==> src/dsg_pkg.sv <==
// constants and types for deep-sleep port gating and software reset control
package dsg_pkg;

   localparam int ADDR_W = 12;
   localparam int DATA_W = 32;
   localparam int STRB_W = DATA_W / 8;
   localparam int PORT_N = 5;

   // register byte offsets
   localparam logic [ADDR_W-1:0] OFF_SOFTWARE_RESET_CTRL_0      = 12'h040;
   localparam logic [ADDR_W-1:0] OFF_RUN_MODE_CLOCK_CONFIG      = 12'h060;
   localparam logic [ADDR_W-1:0] OFF_RUN_PORT_CLOCK_GATE        = 12'h108;
   localparam logic [ADDR_W-1:0] OFF_SLEEP_PORT_CLOCK_GATE      = 12'h118;
   localparam logic [ADDR_W-1:0] OFF_DEEP_SLEEP_PORT_CLOCK_GATE = 12'h128;

   // port gating fields
   localparam int PORT_A_CLOCK_ENABLE = 0;
   localparam int PORT_B_CLOCK_ENABLE = 1;
   localparam int PORT_C_CLOCK_ENABLE = 2;
   localparam int PORT_D_CLOCK_ENABLE = 3;
   localparam int PORT_E_CLOCK_ENABLE = 4;
   localparam logic [DATA_W-1:0] PORT_GATE_WMASK = 32'h0000001F;
   localparam logic [DATA_W-1:0] PORT_GATE_RESET = 32'h00000000;

   // software reset fields
   localparam int WATCHDOG_RESET_CTRL = 3;
   localparam int ADC0_RESET_CTRL     = 16;
   localparam logic [DATA_W-1:0] SW_RESET_WMASK = 32'h00010008;
   localparam logic [DATA_W-1:0] SW_RESET_RESET = 32'h00000000;

   // run-mode clock configuration fields
   localparam int AUTO_CLOCK_GATING_SELECT = 0;
   localparam logic [DATA_W-1:0] RUN_CFG_WMASK = 32'h00000001;
   localparam logic [DATA_W-1:0] RUN_CFG_RESET = 32'h00000000;

   // bus responses
   localparam logic [1:0] RESP_OKAY   = 2'h0;
   localparam logic [1:0] RESP_SLVERR = 2'h2;

   typedef enum logic [1:0] {
      DSG_RUN,
      DSG_SLEEP,
      DSG_DEEP
   } dsg_power_mode_t;

endpackage

==> src/dsg_mode_gate.sv <==
// selects the port clock enables that apply in the current power mode
`timescale 1ns/1ns
module dsg_mode_gate #(
   parameter int PORT_N = 5
) (
   input  wire logic                     aclk,
   input  wire logic                     aresetn,
   input  wire dsg_pkg::dsg_power_mode_t power_mode,
   input  wire logic                     auto_gating,
   input  wire logic [PORT_N-1:0]        run_gate,
   input  wire logic [PORT_N-1:0]        sleep_gate,
   input  wire logic [PORT_N-1:0]        deep_gate,
   output logic      [PORT_N-1:0]        port_clk_en
);
   import dsg_pkg::*;

   logic [PORT_N-1:0] next_port_clk_en;

   // without auto gating the run set stays in force in every mode
   always_comb begin
      next_port_clk_en = run_gate;
      case (power_mode)
         DSG_RUN:   next_port_clk_en = run_gate;
         DSG_SLEEP: next_port_clk_en = auto_gating ? sleep_gate : run_gate;
         DSG_DEEP:  next_port_clk_en = auto_gating ? deep_gate : run_gate;
         default:   next_port_clk_en = run_gate;
      endcase
   end

   always_ff @(posedge aclk) begin
      if (!aresetn) begin
         port_clk_en <= '0;
      end else begin
         port_clk_en <= next_port_clk_en;
      end
   end

endmodule

==> src/dsg_ctrl.sv <==
// system-control slice: port clock gating sets and software reset register
`timescale 1ns/1ns

// Contract
// deep-sleep gate register holds enables for ports A..E at bits 0..4.
// access to a port whose clock is gated off returns a bus fault.
// all port enables in the deep-sleep gate register reset to zero.
// separate run, sleep and deep-sleep gate sets; the current mode's set applies.
// sleep and deep-sleep sets apply only while auto clock gating is selected.
// deep-sleep gate bits 31:5 read zero and ignore writes.
// software keeps reserved bits intact across read-modify-write.
// software reset writes are masked by the first capabilities register.
// software reset bit 16 is read/write reset control for converter 0.
// bit 3 resets the watchdog; bits 31:17, 15:4, 2:0 read zero.
// software reset register resets to all zeros.
// a set reset bit holds its unit in reset; clearing releases it.
module dsg_ctrl #(
   parameter int PORT_N = dsg_pkg::PORT_N
) (
   input  wire logic                        aclk,
   input  wire logic                        aresetn,
   // write address channel
   input  wire logic [dsg_pkg::ADDR_W-1:0]  s_axi_awaddr,
   input  wire logic [2:0]                  s_axi_awprot,
   input  wire logic                        s_axi_awvalid,
   output logic                             s_axi_awready,
   // write data channel
   input  wire logic [dsg_pkg::DATA_W-1:0]  s_axi_wdata,
   input  wire logic [dsg_pkg::STRB_W-1:0]  s_axi_wstrb,
   input  wire logic                        s_axi_wvalid,
   output logic                             s_axi_wready,
   // write response channel
   output logic      [1:0]                  s_axi_bresp,
   output logic                             s_axi_bvalid,
   input  wire logic                        s_axi_bready,
   // read address channel
   input  wire logic [dsg_pkg::ADDR_W-1:0]  s_axi_araddr,
   input  wire logic [2:0]                  s_axi_arprot,
   input  wire logic                        s_axi_arvalid,
   output logic                             s_axi_arready,
   // read data channel
   output logic      [dsg_pkg::DATA_W-1:0]  s_axi_rdata,
   output logic      [1:0]                  s_axi_rresp,
   output logic                             s_axi_rvalid,
   input  wire logic                        s_axi_rready,
   // system side
   input  wire dsg_pkg::dsg_power_mode_t    power_mode,
   input  wire logic [dsg_pkg::DATA_W-1:0]  device_capabilities_first,
   input  wire logic [PORT_N-1:0]           port_access_req,
   output logic      [PORT_N-1:0]           port_clk_en,
   output logic      [PORT_N-1:0]           port_access_fault,
   output logic                             adc0_reset_hold,
   output logic                             watchdog_reset_hold
);
   import dsg_pkg::*;

   // registers
   logic [DATA_W-1:0] software_reset_ctrl_0;
   logic [DATA_W-1:0] run_mode_clock_config;
   logic [DATA_W-1:0] run_port_clock_gate;
   logic [DATA_W-1:0] sleep_port_clock_gate;
   logic [DATA_W-1:0] deep_sleep_port_clock_gate;

   // write path state
   logic [ADDR_W-1:0] wr_addr;
   logic              wr_addr_held;
   logic [DATA_W-1:0] wr_data;
   logic [STRB_W-1:0] wr_strb;
   logic              wr_data_held;
   logic              wr_fire;
   logic              wr_hit;

   // read path
   logic [DATA_W-1:0] rd_value;
   logic              rd_hit;
   logic              rd_fire;

   // merge new data into old under byte strobes, keeping only writable bits
   function automatic logic [DATA_W-1:0] merge_write(
      input logic [DATA_W-1:0] old_value,
      input logic [DATA_W-1:0] new_value,
      input logic [STRB_W-1:0] strb,
      input logic [DATA_W-1:0] wmask
   );
      logic [DATA_W-1:0] lanes;
      lanes = '0;
      for (int i = 0; i < STRB_W; i++) begin
         lanes[i*8 +: 8] = {8{strb[i]}};
      end
      merge_write = ((old_value & ~lanes) | (new_value & lanes)) & wmask;
   endfunction

   // address decode shared by the read and write paths
   function automatic logic is_mapped(input logic [ADDR_W-1:0] addr);
      case (addr)
         OFF_SOFTWARE_RESET_CTRL_0:      is_mapped = 1'b1;
         OFF_RUN_MODE_CLOCK_CONFIG:      is_mapped = 1'b1;
         OFF_RUN_PORT_CLOCK_GATE:        is_mapped = 1'b1;
         OFF_SLEEP_PORT_CLOCK_GATE:      is_mapped = 1'b1;
         OFF_DEEP_SLEEP_PORT_CLOCK_GATE: is_mapped = 1'b1;
         default:                        is_mapped = 1'b0;
      endcase
   endfunction

   // write address and data are taken independently, in either order
   always_ff @(posedge aclk) begin
      if (!aresetn) begin
         s_axi_awready <= 1'b0;
         wr_addr_held  <= 1'b0;
         wr_addr       <= '0;
      end else begin
         if (s_axi_awvalid && s_axi_awready) begin
            wr_addr       <= s_axi_awaddr;
            wr_addr_held  <= 1'b1;
            s_axi_awready <= 1'b0;
         end else if (wr_fire) begin
            wr_addr_held  <= 1'b0;
         end else begin
            s_axi_awready <= !wr_addr_held && !s_axi_bvalid;
         end
      end
   end

   always_ff @(posedge aclk) begin
      if (!aresetn) begin
         s_axi_wready <= 1'b0;
         wr_data_held <= 1'b0;
         wr_data      <= '0;
         wr_strb      <= '0;
      end else begin
         if (s_axi_wvalid && s_axi_wready) begin
            wr_data      <= s_axi_wdata;
            wr_strb      <= s_axi_wstrb;
            wr_data_held <= 1'b1;
            s_axi_wready <= 1'b0;
         end else if (wr_fire) begin
            wr_data_held <= 1'b0;
         end else begin
            s_axi_wready <= !wr_data_held && !s_axi_bvalid;
         end
      end
   end

   assign wr_fire = wr_addr_held && wr_data_held && !s_axi_bvalid;
   assign wr_hit  = is_mapped(wr_addr);

   // write response one cycle after both halves are held
   always_ff @(posedge aclk) begin
      if (!aresetn) begin
         s_axi_bvalid <= 1'b0;
         s_axi_bresp  <= RESP_OKAY;
      end else begin
         if (wr_fire) begin
            s_axi_bvalid <= 1'b1;
            s_axi_bresp  <= wr_hit ? RESP_OKAY : RESP_SLVERR;
         end else if (s_axi_bready) begin
            s_axi_bvalid <= 1'b0;
         end
      end
   end

   // software reset register: capability bits that are zero clear the matching write mask bits
   always_ff @(posedge aclk) begin
      if (!aresetn) begin
         software_reset_ctrl_0 <= SW_RESET_RESET;
      end else if (wr_fire && wr_addr == OFF_SOFTWARE_RESET_CTRL_0) begin
         software_reset_ctrl_0 <= merge_write(software_reset_ctrl_0, wr_data, wr_strb,
                                              SW_RESET_WMASK & device_capabilities_first);

      end
   end

   always_ff @(posedge aclk) begin
      if (!aresetn) begin
         run_mode_clock_config <= RUN_CFG_RESET;
      end else if (wr_fire && wr_addr == OFF_RUN_MODE_CLOCK_CONFIG) begin
         run_mode_clock_config <= merge_write(run_mode_clock_config, wr_data, wr_strb,
                                              RUN_CFG_WMASK);
      end
   end

   always_ff @(posedge aclk) begin
      if (!aresetn) begin
         run_port_clock_gate <= PORT_GATE_RESET;
      end else if (wr_fire && wr_addr == OFF_RUN_PORT_CLOCK_GATE) begin
         run_port_clock_gate <= merge_write(run_port_clock_gate, wr_data, wr_strb,
                                            PORT_GATE_WMASK);
      end
   end

   always_ff @(posedge aclk) begin
      if (!aresetn) begin
         sleep_port_clock_gate <= PORT_GATE_RESET;
      end else if (wr_fire && wr_addr == OFF_SLEEP_PORT_CLOCK_GATE) begin
         sleep_port_clock_gate <= merge_write(sleep_port_clock_gate, wr_data, wr_strb,
                                              PORT_GATE_WMASK);
      end
   end

   always_ff @(posedge aclk) begin
      if (!aresetn) begin
         deep_sleep_port_clock_gate <= PORT_GATE_RESET;
      end else if (wr_fire && wr_addr == OFF_DEEP_SLEEP_PORT_CLOCK_GATE) begin
         deep_sleep_port_clock_gate <= merge_write(deep_sleep_port_clock_gate, wr_data,
                                                   wr_strb, PORT_GATE_WMASK);
      end
   end

   // read mux; reserved bits are never stored, so they read zero
   always_comb begin
      rd_value = '0;
      case (s_axi_araddr)
         OFF_SOFTWARE_RESET_CTRL_0:      rd_value = software_reset_ctrl_0;
         OFF_RUN_MODE_CLOCK_CONFIG:      rd_value = run_mode_clock_config;
         OFF_RUN_PORT_CLOCK_GATE:        rd_value = run_port_clock_gate;
         OFF_SLEEP_PORT_CLOCK_GATE:      rd_value = sleep_port_clock_gate;
         OFF_DEEP_SLEEP_PORT_CLOCK_GATE: rd_value = deep_sleep_port_clock_gate;
         default:                        rd_value = '0;
      endcase
   end

   assign rd_hit  = is_mapped(s_axi_araddr);
   assign rd_fire = s_axi_arvalid && s_axi_arready;

   // arready drops while a read answer is pending, so one read at a time
   always_ff @(posedge aclk) begin
      if (!aresetn) begin
         s_axi_arready <= 1'b0;
      end else if (rd_fire) begin
         s_axi_arready <= 1'b0;
      end else begin
         s_axi_arready <= !s_axi_rvalid || s_axi_rready;
      end
   end

   always_ff @(posedge aclk) begin
      if (!aresetn) begin
         s_axi_rvalid <= 1'b0;
         s_axi_rdata  <= '0;
         s_axi_rresp  <= RESP_OKAY;
      end else begin
         if (rd_fire) begin
            s_axi_rvalid <= 1'b1;
            s_axi_rdata  <= rd_value;
            s_axi_rresp  <= rd_hit ? RESP_OKAY : RESP_SLVERR;
         end else if (s_axi_rready) begin
            s_axi_rvalid <= 1'b0;
         end
      end
   end

   // effective per-port clock enables for the current power mode
   dsg_mode_gate #(
      .PORT_N      (PORT_N)
   ) u_mode_gate (
      .aclk        (aclk),
      .aresetn     (aresetn),
      .power_mode  (power_mode),
      .auto_gating (run_mode_clock_config[AUTO_CLOCK_GATING_SELECT]),
      .run_gate    (run_port_clock_gate[PORT_N-1:0]),
      .sleep_gate  (sleep_port_clock_gate[PORT_N-1:0]),
      .deep_gate   (deep_sleep_port_clock_gate[PORT_N-1:0]),
      .port_clk_en (port_clk_en)
   );

   // a gated port cannot answer, so its access turns into a fault pulse
   always_ff @(posedge aclk) begin
      if (!aresetn) begin
         port_access_fault <= '0;
      end else begin
         port_access_fault <= port_access_req & ~port_clk_en;
      end
   end

   // unit reset holds follow the register bits one cycle later
   always_ff @(posedge aclk) begin
      if (!aresetn) begin
         adc0_reset_hold     <= 1'b0;
         watchdog_reset_hold <= 1'b0;
      end else begin
         adc0_reset_hold     <= software_reset_ctrl_0[ADC0_RESET_CTRL];
         watchdog_reset_hold <= software_reset_ctrl_0[WATCHDOG_RESET_CTRL];
      end
   end

endmodule

==> config.mk <==
export PLATFORM = sky130hd
export DESIGN_NAME = dsg_ctrl
export DESIGN_NICKNAME = d
export VERILOG_FILES = /design/src/dsg_pkg.sv /design/src/dsg_mode_gate.sv /design/src/dsg_ctrl.sv
export SDC_FILE = /design/constraint.sdc
export NUM_CORES = 1
export LEC_CHECK = 0
export BUFFER_PORTS_ARGS = -buffer_cell sky130_fd_sc_hd__buf_2
export CAP_MARGIN = 30
export CORE_ASPECT_RATIO = 0.75
export CORE_MARGIN = 2
export CORE_UTILIZATION = 48
export DETAILED_ROUTE_END_ITERATION = 6
export GPL_TIMING_DRIVEN = 1
export PLACE_DENSITY = 0.91
export SYNTH_ARGS = -nofsm -noshare
export SYNTH_HDL_FRONTEND = slang
export SYNTH_SLANG_ARGS = --single-unit
==> constraint.sdc <==
create_clock -name aclk -period 4.1 [get_ports aclk]
set_input_delay 0.205 -clock aclk [delete_from_list [all_inputs] [get_ports aclk]]
set_output_delay 0.205 -clock aclk [all_outputs]
set_load 0.02 [all_outputs]
==> metrics, run 1 <==
drc violations 0; Crit path required time roughly 4400 ps; vias in the first global route 2280; async set or reset register ratio after synthesis 0%; status complete, no violations; Max Fclk between 400 and 500 MHz; RSZ-0062 raised after global routing no; RD Place Congestion 0.770; Avg Cell Area, Syn 9.04 sq um; critical path's largest stage delay ~600 ps; IO Pins around 170; post-DP HPWL roughly 4.6 mm; Max Cap Violations 0; share of the synthesized area in the top cell type 44.2%; area occupied by multi-input gates between 1000 and 1500 sq um; first-pass GRT wire length between 10 and 15 mm; root buffer cell clkbuf_8; hold buffer count at cts 0; kind of start point of the critical path flip-flop; Post-layout nets slightly above 500; period utilisation layout between 50% and 60%; Post-synth EDFFs 0; Crit Path Max Fanout 5; Most used DFF post-synth dfxtp_1; grt ovf 0; Worst Tran Pin Value around 540 ps; Area growth syn-to-layout 17.0%; worst hold-check path type input pin to flip-flop; leading area contributor after synthesis dfxtp_1; Vias per Instance 5.09; Reg clk slew, reported paths ~80 ps; fin. max-slew vios 0; gr usage total 19.5%; crit path time final 2050 ps; Starting Density around half; Pleak around 0.0015 uW; Post-CTS Resized 0; Syn Inst Count 326; Fillers a little over 500; FF+latch count, synth 65; CTS Sinks 65; CP delay by family, top simple AND/OR/NAND/NOR gates; router iterations before antenna repair 4; worst setup path category flip-flop to flip-flop; highest-count cells in the layout ignoring fill and taps 74 x nand2_1, 72 x buf_2, 65 x dfxtp_1; Synth cell types 48; Port-buffer cells a little over 70; Cells after DPL 463; WP data arrival ~2300 ps; sequential element share of the synthesized area between 40% and 50%; setup TNS 0 ps; worst path cell trace or4_1 > nor3_1 > and2_1 > mux2i_1; Post-Layout Cell Count between 400 and 500; synthesized area between 2000 and 3000 sq um; commonest non-fill, non-tap cell in the layout nand2_1; Critical Path Slowest Stage Cell or4_1; CTS tree yes; Area after DPL around 3200 sq um; post-route ant nets 0; htree depth 3; Starting DRT DRC Count 100; crit end category flip-flop; Setup Fix Bufs, Post-CTS 0; routed len/inst 13.0 um; final setup violation count 0; layout cells sized above 1 between 20% and 30%; drt total wl around 6.2 mm; Area contributors post-synth dfxtp_1 44%, nand2_1 9.4%, buf_4 7.1%; Max-slew headroom between 60 and 70%; worst skew pair latency approximately 350 ps; die width roughly 94 um; Final Util 58.6%; Site Rows 24; clock tree buffer depth 2; total CTS buffers 9; Die Height about 70 um; Die Footprint between 6000 and 7000 sq um; Setup Skew about 9.4 ps; pin count of the biggest net entering global routing 43; sequential cell area 1300 sq um; total core area slightly below 6000 sq um; DR vias between 2k and 2.5k; Bufs and invs on worst path 0; antenna violations before repair 0; Synth Warn # 0; Worst IR Drop VDD between 0.0002 and 0.00025 V; final instance area 3450 sq um; final hold vios 0; pwr/cell area 389 nW/um^2; ant diodes 0
-- stage by stage --
| step | hold slack (ps) | setup WS, ps | power, uW |
|---|---|---|---|
| 2_1_floorplan | 328 | 2210 | 784 |
| 3_3_place_gp | 400 | 2220 | 802 |
| 3_5_place_dp | 408 | 2160 | 808 |
| 4_1_cts | 68.9 | 2070 | 1350 |
| 5_1_grt | 69.3 | 1940 | 1400 |
| 6_report | 82.6 | 2050 | 1340 |
-- cell type report --
type / count / area share (%)
Timing Repair Buffer: 73 / 10.7
Sequential cell: 65 / 37.7
Tap cell: 78 / 2.83
Clock buffer: 9 / 3.59
Inverter: 5 / 0.544
Multi-Input combinational cell: 242 / 42.4
Clock inverter: 7 / 2.25
-- cells by family (layout without fill, tap and decap cells) --
family / Yosys count / count (layout) / synth area share, %
and+or+nand+nor: 135 / 135 / 23.2
AOI/OAI and AO/OA: 56 / 56 / 14.8
adders and majority gates: 2 / 2 / 0.849
DFF: 65 / 65 / 44.2
other: 1 / 28 / 0.127
muxes: 21 / 21 / 7.13
buffers and inverters: 46 / 94 / 9.72
-- synth_stat cells (5+ instances only) --
library cell  count
nand2b_1          6
a21boi_0         16
a22o_1            5
a22oi_1           8
mux2i_1          21
nor2b_1          12
buf_4            28
nand2_1          74
nand3_1           5
clkbuf_1         11
inv_1             5
dfxtp_1          65
nor3_1            6
and2_1            5
a21boi_1          7
-- power by group --
group / switching (uW) / total (uW) / internal [uW]
combinational: 86.0 / 133 / 46.7
clock: 260 / 546 / 285
sequential: 12.1 / 662 / 649
total: 359 / 1340 / 981
-- worst register-to-register path, stage by stage (launching register included) --
cell and delay, ps:
dfxtp_1 320, or4_1 600, nor3_1 380, and2_1 390
mux2i_1 270
-- layer usage --
metal / vias up / track usage [%] / share of wire, %
met3: 7 / 6.31 / 7.5
met4: 0 / 5.80 / 0.98
met2: 110 / 31.5 / 46
met5: - / 0 / 0
met1: 1108 / 25.1 / 45
li1: 1215 / - / -
-- final timing paths --
kind | to | slack, ps | from | cells past startpoint
worst max-delay path | flip-flop | 2050 | wr_addr[1]$_SDFFE_PN0P_ | 4
worst min register to register | port_access_fault[4]$_SDFF_PN0_ | 420 | u_mode_gate.port_clk_en[4]$_SDFF_PN0_ | 1
worst min-delay path | wr_addr[11]$_SDFFE_PN0P_ | 80 | s_axi_awaddr[11] | 3
worst max register to register | flip-flop | 2050 | wr_addr[1]$_SDFFE_PN0P_ | 4
Note: power is estimated with default switching activity, not from simulation.
==> run 2, diff against run 1 <==
--- a/config.mk
+++ b/config.mk
@@ -9,10 +9,10 @@
 export CAP_MARGIN = 30
 export CORE_ASPECT_RATIO = 0.75
 export CORE_MARGIN = 2
-export CORE_UTILIZATION = 48
+export CORE_UTILIZATION = 44
 export DETAILED_ROUTE_END_ITERATION = 6
 export GPL_TIMING_DRIVEN = 1
-export PLACE_DENSITY = 0.91
+export PLACE_DENSITY = 0.85
 export SYNTH_ARGS = -nofsm -noshare
 export SYNTH_HDL_FRONTEND = slang
 export SYNTH_SLANG_ARGS = --single-unit
==> constraint.sdc (replaced) <==
create_clock -name aclk -period 2 [get_ports aclk]
set_input_delay 0.1 -clock aclk [delete_from_list [all_inputs] [get_ports aclk]]
set_output_delay 0.1 -clock aclk [all_outputs]
set_load 0.02 [all_outputs]
==> run 2 against run 1 <==
Against the previous run:
- cell count is 4.8% higher
- non-clock buffer count is 20 higher
- via count is 0.98% higher
- critical path depth stayed put
==> metrics, run 2 (synthesized netlist as in run 1, its figures left out) <==
status complete, no violations (unchanged); fin. max-slew vios 0 (unchanged); Max Cap Violations 0 (unchanged); ant diodes 0 (unchanged); Worst IR Drop VDD 0.000416 V (was 0.000211 V); WP data arrival 2100 ps (was 2320 ps); CTS tree yes (unchanged); die width 98.5 um (was 94.5 um); RSZ-0062 raised after global routing no (unchanged); Post-Layout Cell Count 502 (was 479); Pleak 0.00162 uW (was 0.00153 uW); sequential cell area 1300 sq um (unchanged); routed len/inst 12.6 um (was 13.0 um); first-pass GRT wire length 10.6 mm (was 10.4 mm); vias in the first global route 2291 (was 2280); Port-buffer cells 72 (unchanged); Post-layout nets 530 (was 510); commonest non-fill, non-tap cell in the layout nand2_1 (unchanged); Die Footprint 7370 sq um (was 6790 sq um); antenna violations before repair 0 (unchanged); grt ovf 0 (unchanged); Crit path required time 2260 ps (was 4360 ps); Setup Skew 6.74 ps (was 9.38 ps); Final Util 57.5% (was 58.6%); drc violations 0 (unchanged); Hold Crit Start s_axi_awaddr[4] (was s_axi_awaddr[11]); htree depth 3 (unchanged); setup TNS 0 ps (unchanged); root buffer cell clkbuf_8 (unchanged); worst setup path category flip-flop to flip-flop (unchanged); crit end category flip-flop (unchanged); pwr/cell area 775 nW/um^2 (was 389 nW/um^2); layout cells sized above 1 22.8% (was 22.9%); highest-count cells in the layout ignoring fill and taps 74 x nand2_1, 72 x buf_2, 65 x dfxtp_1 (unchanged); drt total wl 6.31 mm (was 6.21 mm); final hold vios 0 (unchanged); Starting DRT DRC Count 92 (was 100); Hold Slack 8.81 ps (was 82.6 ps); period utilisation layout 91.9% (was 50.1%); total CTS buffers 9 (unchanged); pin count of the biggest net entering global routing 57 (was 43); Max-slew headroom 66.7% (was 63.7%); reg2reg start s_axi_arready$_SDFF_PP0_ (was wr_addr[1]$_SDFFE_PN0P_); post-DP HPWL 4.72 mm (was 4.64 mm); worst skew pair latency 340 ps (was 350 ps); router iterations before antenna repair 4 (unchanged); Worst Tran Pin Value 495 ps (was 539 ps); Vias per Instance 4.91 (was 5.09); Worst Hold Path Cells 3 (unchanged); R2R cell count 4 (unchanged); Fillers 561 (was 519); worst hold-check path type input pin to flip-flop (unchanged); Pwr Total 2840 uW (was 1340 uW); post-route ant nets 0 (unchanged); DR vias 2464 (was 2440); hold endpoint wr_addr[4]$_SDFFE_PN0P_ (was wr_addr[11]$_SDFFE_PN0P_); Cells after DPL 470 (was 463); kind of start point of the critical path flip-flop (unchanged); clock tree buffer depth 2 (unchanged); Reg clk slew, reported paths 60 ps (was 80 ps); crit path time final 1840 ps (was 2050 ps); reg-to-reg slack, setup 160 ps (was 2050 ps); Die Height 74.9 um (was 71.9 um); Crit Path Max Fanout 3 (was 5); Reg2Reg Capture Point s_axi_rdata[0]$_SDFFE_PN0P_; final setup violation count 0 (unchanged); gr usage total 18.2% (was 19.5%); CTS Sinks 65 (unchanged); Area growth syn-to-layout 24.5% (was 17.0%); Max Fclk 544 MHz (was 487 MHz); RD Place Congestion 0.759 (was 0.770); IO Pins 165 (unchanged); Site Rows 25 (was 24); total core area 6380 sq um (was 5890 sq um); area occupied by multi-input gates 1470 sq um (was 1460 sq um); Starting Density 46.2% (was 50.1%)
run 2: area by class of cell:
type                            instances  share of cell area [%]
Timing Repair Buffer                   93                    15.6
Clock buffer                           10                    3.48
Multi-Input combinational cell        242                    40.0
Tap cell                               81                    2.76
Inverter                                5                   0.512
Sequential cell                        65                    35.5
Clock inverter                          6                    2.25
run 2: routing by layer:
layer,vias to the layer above,GRT usage (%),part of all wire [%]
li1,1249,-,-
met1,1126,23.2,47
met3,5,6.41,7.0
met4,0,5.02,0.70
met5,-,0,0
met2,84,29.9,45
run 2: what timing repair did:
item	4_1_cts	5_1_grt
endpoints found under the hold margin	16	0
setup endpoints to repair	0	4
hold buffers	16	0
gates resized for setup	0	1
buffers inserted	0	0
run 2: per-stage QoR:
step                      instance area [sq um]  setup WS, ps
final                                      3670           162
after global routing                       3670          54.9
after detailed placement                   3290           181
after global placement                     3290           189
after CTS                                  3660           158
after floorplan                            3050           115
run 2: worst max-delay path, stage by stage, from the launching register on:
cell	delay, ps
dfxtp_1	330
or4bb_1	530
or2_1	250
or4b_4	500
a22oi_2	150
run 2: report_power, final:
part           total (uW)  internal [uW]  switching [uW]
combinational         308            125             183
sequential           1360           1330            24.2
clock                1180            695             484
total                2840           2150             692
run 2: worst max path at each step:
stage                                   startpoint  slack (ps)                          end
after CTS                 s_axi_arready$_SDFF_PP0_         160  s_axi_rdata[0]$_SDFFE_PN0P_
after global routing       wr_addr[1]$_SDFFE_PN0P_          50                    flip-flop
final                     s_axi_arready$_SDFF_PP0_         160  s_axi_rdata[0]$_SDFFE_PN0P_
after floorplan           s_axi_arready$_SDFF_PP0_         110  s_axi_rdata[0]$_SDFFE_PN0P_
after global placement    s_axi_arready$_SDFF_PP0_         190  s_axi_rdata[0]$_SDFFE_PN0P_
after detailed placement  s_axi_arready$_SDFF_PP0_         180  s_axi_rdata[0]$_SDFFE_PN0P_
==> run 3, diff against run 2 <==
--- a/config.mk
+++ b/config.mk
@@ -5,14 +5,15 @@
 export SDC_FILE = /design/constraint.sdc
 export NUM_CORES = 1
 export LEC_CHECK = 0
+export ABC_AREA = 1
 export BUFFER_PORTS_ARGS = -buffer_cell sky130_fd_sc_hd__buf_2
 export CAP_MARGIN = 30
 export CORE_ASPECT_RATIO = 0.75
-export CORE_MARGIN = 2
-export CORE_UTILIZATION = 44
+export CORE_UTILIZATION = 45
 export DETAILED_ROUTE_END_ITERATION = 6
 export GPL_TIMING_DRIVEN = 1
 export PLACE_DENSITY = 0.85
+export SLEW_MARGIN = 20
 export SYNTH_ARGS = -nofsm -noshare
 export SYNTH_HDL_FRONTEND = slang
 export SYNTH_SLANG_ARGS = --single-unit
==> run 3 against run 2 <==
Against the previous run:
- synthesized cell count is 26% higher
- fmax grew 34%
- cell count up 15%
- worst setup slack gained 470 ps
- critical path type unchanged
==> metrics, run 3 <==
status complete, no violations (unchanged); Post-layout nets 606 (was 530); RD Place Congestion 0.858 (was 0.759); drt total wl 6.72 mm (was 6.31 mm); Max Cap Violations 0 (unchanged); period utilisation layout 68.4% (was 91.9%); worst setup path category flip-flop to flip-flop (unchanged); Synth Warn # 0 (unchanged); synthesized area 3050 sq um (was 2950 sq um); Port-buffer cells 72 (unchanged); commonest non-fill, non-tap cell in the layout nor2_1 (was nand2_1); Area growth syn-to-layout 20.1% (was 24.5%); share of the synthesized area in the top cell type 42.7% (was 44.2%); total CTS buffers 9 (unchanged); IO Pins 165 (unchanged); DR vias 2809 (was 2464); Setup Skew 10.4 ps (was 6.74 ps); Most used DFF post-synth dfxtp_1 (unchanged); final hold vios 0 (unchanged); async set or reset register ratio after synthesis 0% (unchanged); Starting DRT DRC Count 175 (was 92); CTS Sinks 65 (unchanged); Place WS 696 ps (was 181 ps); Critical Path Slowest Stage Cell dfxtp_1 (was or4bb_1); gr usage total 19.9% (was 18.2%); die width 97.1 um (was 98.5 um); worst skew pair latency 340 ps (about the same); first-pass GRT wire length 11.2 mm (was 10.6 mm); CP delay by family, top simple AND/OR/NAND/NOR gates (unchanged); Synth cell types 31 (was 48); total core area 6410 sq um (was 6380 sq um); highest-count cells in the layout ignoring fill and taps 79 x nor2_1, 72 x buf_2, 65 x dfxtp_1 (was 74 x nand2_1, 72 x buf_2, 65 x dfxtp_1); Max Fclk 731 MHz (was 544 MHz); RSZ-0062 raised after global routing no (unchanged); R2R cell count 6 (was 4); Worst IR Drop VDD 0.000506 V (was 0.000416 V); routed len/inst 11.6 um (was 12.6 um); ant diodes 0 (unchanged); Fillers 610 (was 561); final instance area 3660 sq um (was 3670 sq um); kind of start point of the critical path flip-flop (unchanged); Levels on crit path 6 (was 4); Cells after DPL 556 (was 470); Pleak 0.00165 uW (was 0.00162 uW); most common cell in the netlist nor2_1 (was nand2_1); FF+latch count, synth 65 (unchanged); antenna violations before repair 0 (unchanged); Area after DPL 3380 sq um (was 3290 sq um); router iterations before antenna repair 5 (was 4); layout cells sized above 1 25.6% (was 22.8%); Site Rows 25 (unchanged); Worst Hold Path Cells 3 (unchanged); sequential element share of the synthesized area 42.7% (was 44.2%); final setup violation count 0 (unchanged); worst path cell trace nor2_4 > nand3_2 > nor3b_2 > nand2_2 > o21ai_0 > nor2_1 (was or4bb_1 > or2_1 > or4b_4 > a22oi_2); critical path's largest stage delay 330 ps (was 530 ps); vias in the first global route 2520 (was 2291); clock tree buffer depth 2 (unchanged); Syn Inst Count 411 (was 326); setup TNS 0 ps (unchanged); Area contributors post-synth dfxtp_1 43%, nor2_1 9.7%, nand2_1 7.8% (was dfxtp_1 44%, nand2_1 9.4%, buf_4 7.1%); post-route ant nets 0 (unchanged); Die Height 73.3 um (was 74.9 um); worst hold-check path type input pin to flip-flop (unchanged); Crit path required time 2230 ps (was 2260 ps); post-DP HPWL 5.01 mm (was 4.72 mm); Avg Cell Area, Syn 7.42 sq um (was 9.04 sq um); crit end category flip-flop (unchanged); grt ovf 0 (unchanged); Post-Layout Cell Count 578 (was 502); Die Footprint 7110 sq um (was 7370 sq um); crit path time final 1370 ps (was 1840 ps); Vias per Instance 4.86 (was 4.91); htree depth 3 (unchanged); Critical Path Source wr_addr[10]$_SDFFE_PN0P_ (was s_axi_arready$_SDFF_PP0_); final worst slack 633 ps (was 162 ps); pwr/cell area 806 nW/um^2 (was 775 nW/um^2); leading area contributor after synthesis dfxtp_1 (unchanged); fin. max-slew vios 0 (unchanged); root buffer cell clkbuf_8 (unchanged); Crit Path Max Fanout 6 (was 3); Bufs and invs on worst path 0 (unchanged); reg2reg start wr_addr[10]$_SDFFE_PN0P_ (was s_axi_arready$_SDFF_PP0_); CTS tree yes (unchanged); WP data arrival 1600 ps (was 2100 ps); Hold Crit Start s_axi_awaddr[1] (was s_axi_awaddr[4]); drc violations 0 (unchanged); Starting Density 47.6% (was 46.2%); Setup Fix Bufs, Post-CTS 0 (unchanged); Synth top cells by count 79 x nor2_1, 65 x dfxtp_1, 63 x nand2_1 (was 74 x nand2_1, 65 x dfxtp_1, 28 x buf_4); pin count of the biggest net entering global routing 45 (was 57); Post-synth EDFFs 0 (unchanged); Reg clk slew, reported paths 70 ps (was 60 ps)
-- run 3: cell types whose count changed in the layout (fill, tap and decap cells not counted), sizes merged, moves of 9 or more --
cell | before | now
nor2 | 4 | 91
a21oi | 1 | 28
nor2b | 12 | 0
o21ai | 3 | 39
inv | 5 | 30
a21boi | 23 | 0
mux2i | 21 | 0
dlygate4sd3 | 16 | 6
nand3 | 5 | 24
a22oi | 9 | 0
-- run 3: final cells by class --
class | count | area (sq um) | share of cell area (%)
multi-input cells | 301 | 1460 | 40.0
flip-flops and latches | 65 | 1300 | 35.5
repair buffers | 81 | 443 | 12.1
clock buffers | 12 | 145 | 3.96
inverters | 34 | 131 | 3.59
well taps | 81 | 101 | 2.77
clock inverters | 4 | 76.3 | 2.08
-- run 3: metal layers --
| layer | track usage [%] | wire (um) | vias up | part of all wire [%] |
|---|---|---|---|---|
| met3 | 6.66 | 530 | 9 | 7.9 |
| met2 | 32.6 | 3120 | 111 | 46 |
| li1 | - | - | 1431 | - |
| met4 | 5.97 | 70 | 0 | 1.0 |
| met1 | 25.2 | 3000 | 1258 | 45 |
| met5 | 0 | 0 | - | 0 |
-- run 3: logic make-up (layout without fill, tap and decap cells) --
| kind of cell | after synthesis | count (layout) | synth area share, % |
|---|---|---|---|
| AND/OR/NAND/NOR | 199 | 199 | 30.7 |
| buffers and inverters | 72 | 131 | 12.7 |
| AO/OA/AOI/OAI | 72 | 72 | 13.0 |
| flip-flops | 65 | 65 | 42.7 |
| adder cells (fa/ha/maj) | 2 | 2 | 0.821 |
| other | 1 | 28 | 0.123 |
-- run 3: repair_timing --
item	in CTS	in global routing
hold buffers	6	0
resized for setup	0	0
endpoints found under the hold margin	6	0
-- run 3: per-stage QoR --
step	hold WS, ps	total power (uW)	util (%)
global route	0.624	3080	57.1
global placement	317	1730	52.7
CTS	0.380	2970	57.1
finish	7.44	2950	57.1
detailed placement	323	1740	52.7
floorplan	214	1680	-
-- run 3: worst paths after layout --
check                                    endpoint  slack (ps)
setup reg to reg                        flip-flop         630
hold / removal            wr_addr[1]$_SDFFE_PN0P_           7
hold reg to reg   port_access_fault[3]$_SDFF_PN0_         410
setup / recovery                        flip-flop         630
-- run 3: worst register-to-register path, stage by stage, from the launching register on --
cell	delay (ps)
dfxtp_1	330
nor2_4	150
nand3_2	120
nor3b_2	240
nand2_2	120
o21ai_0	250
nor2_1	60
-- run 3: power by group --
group | internal (uW) | switching (uW)
registers | 1340 | 42.9
logic | 118 | 222
clock network | 739 | 485
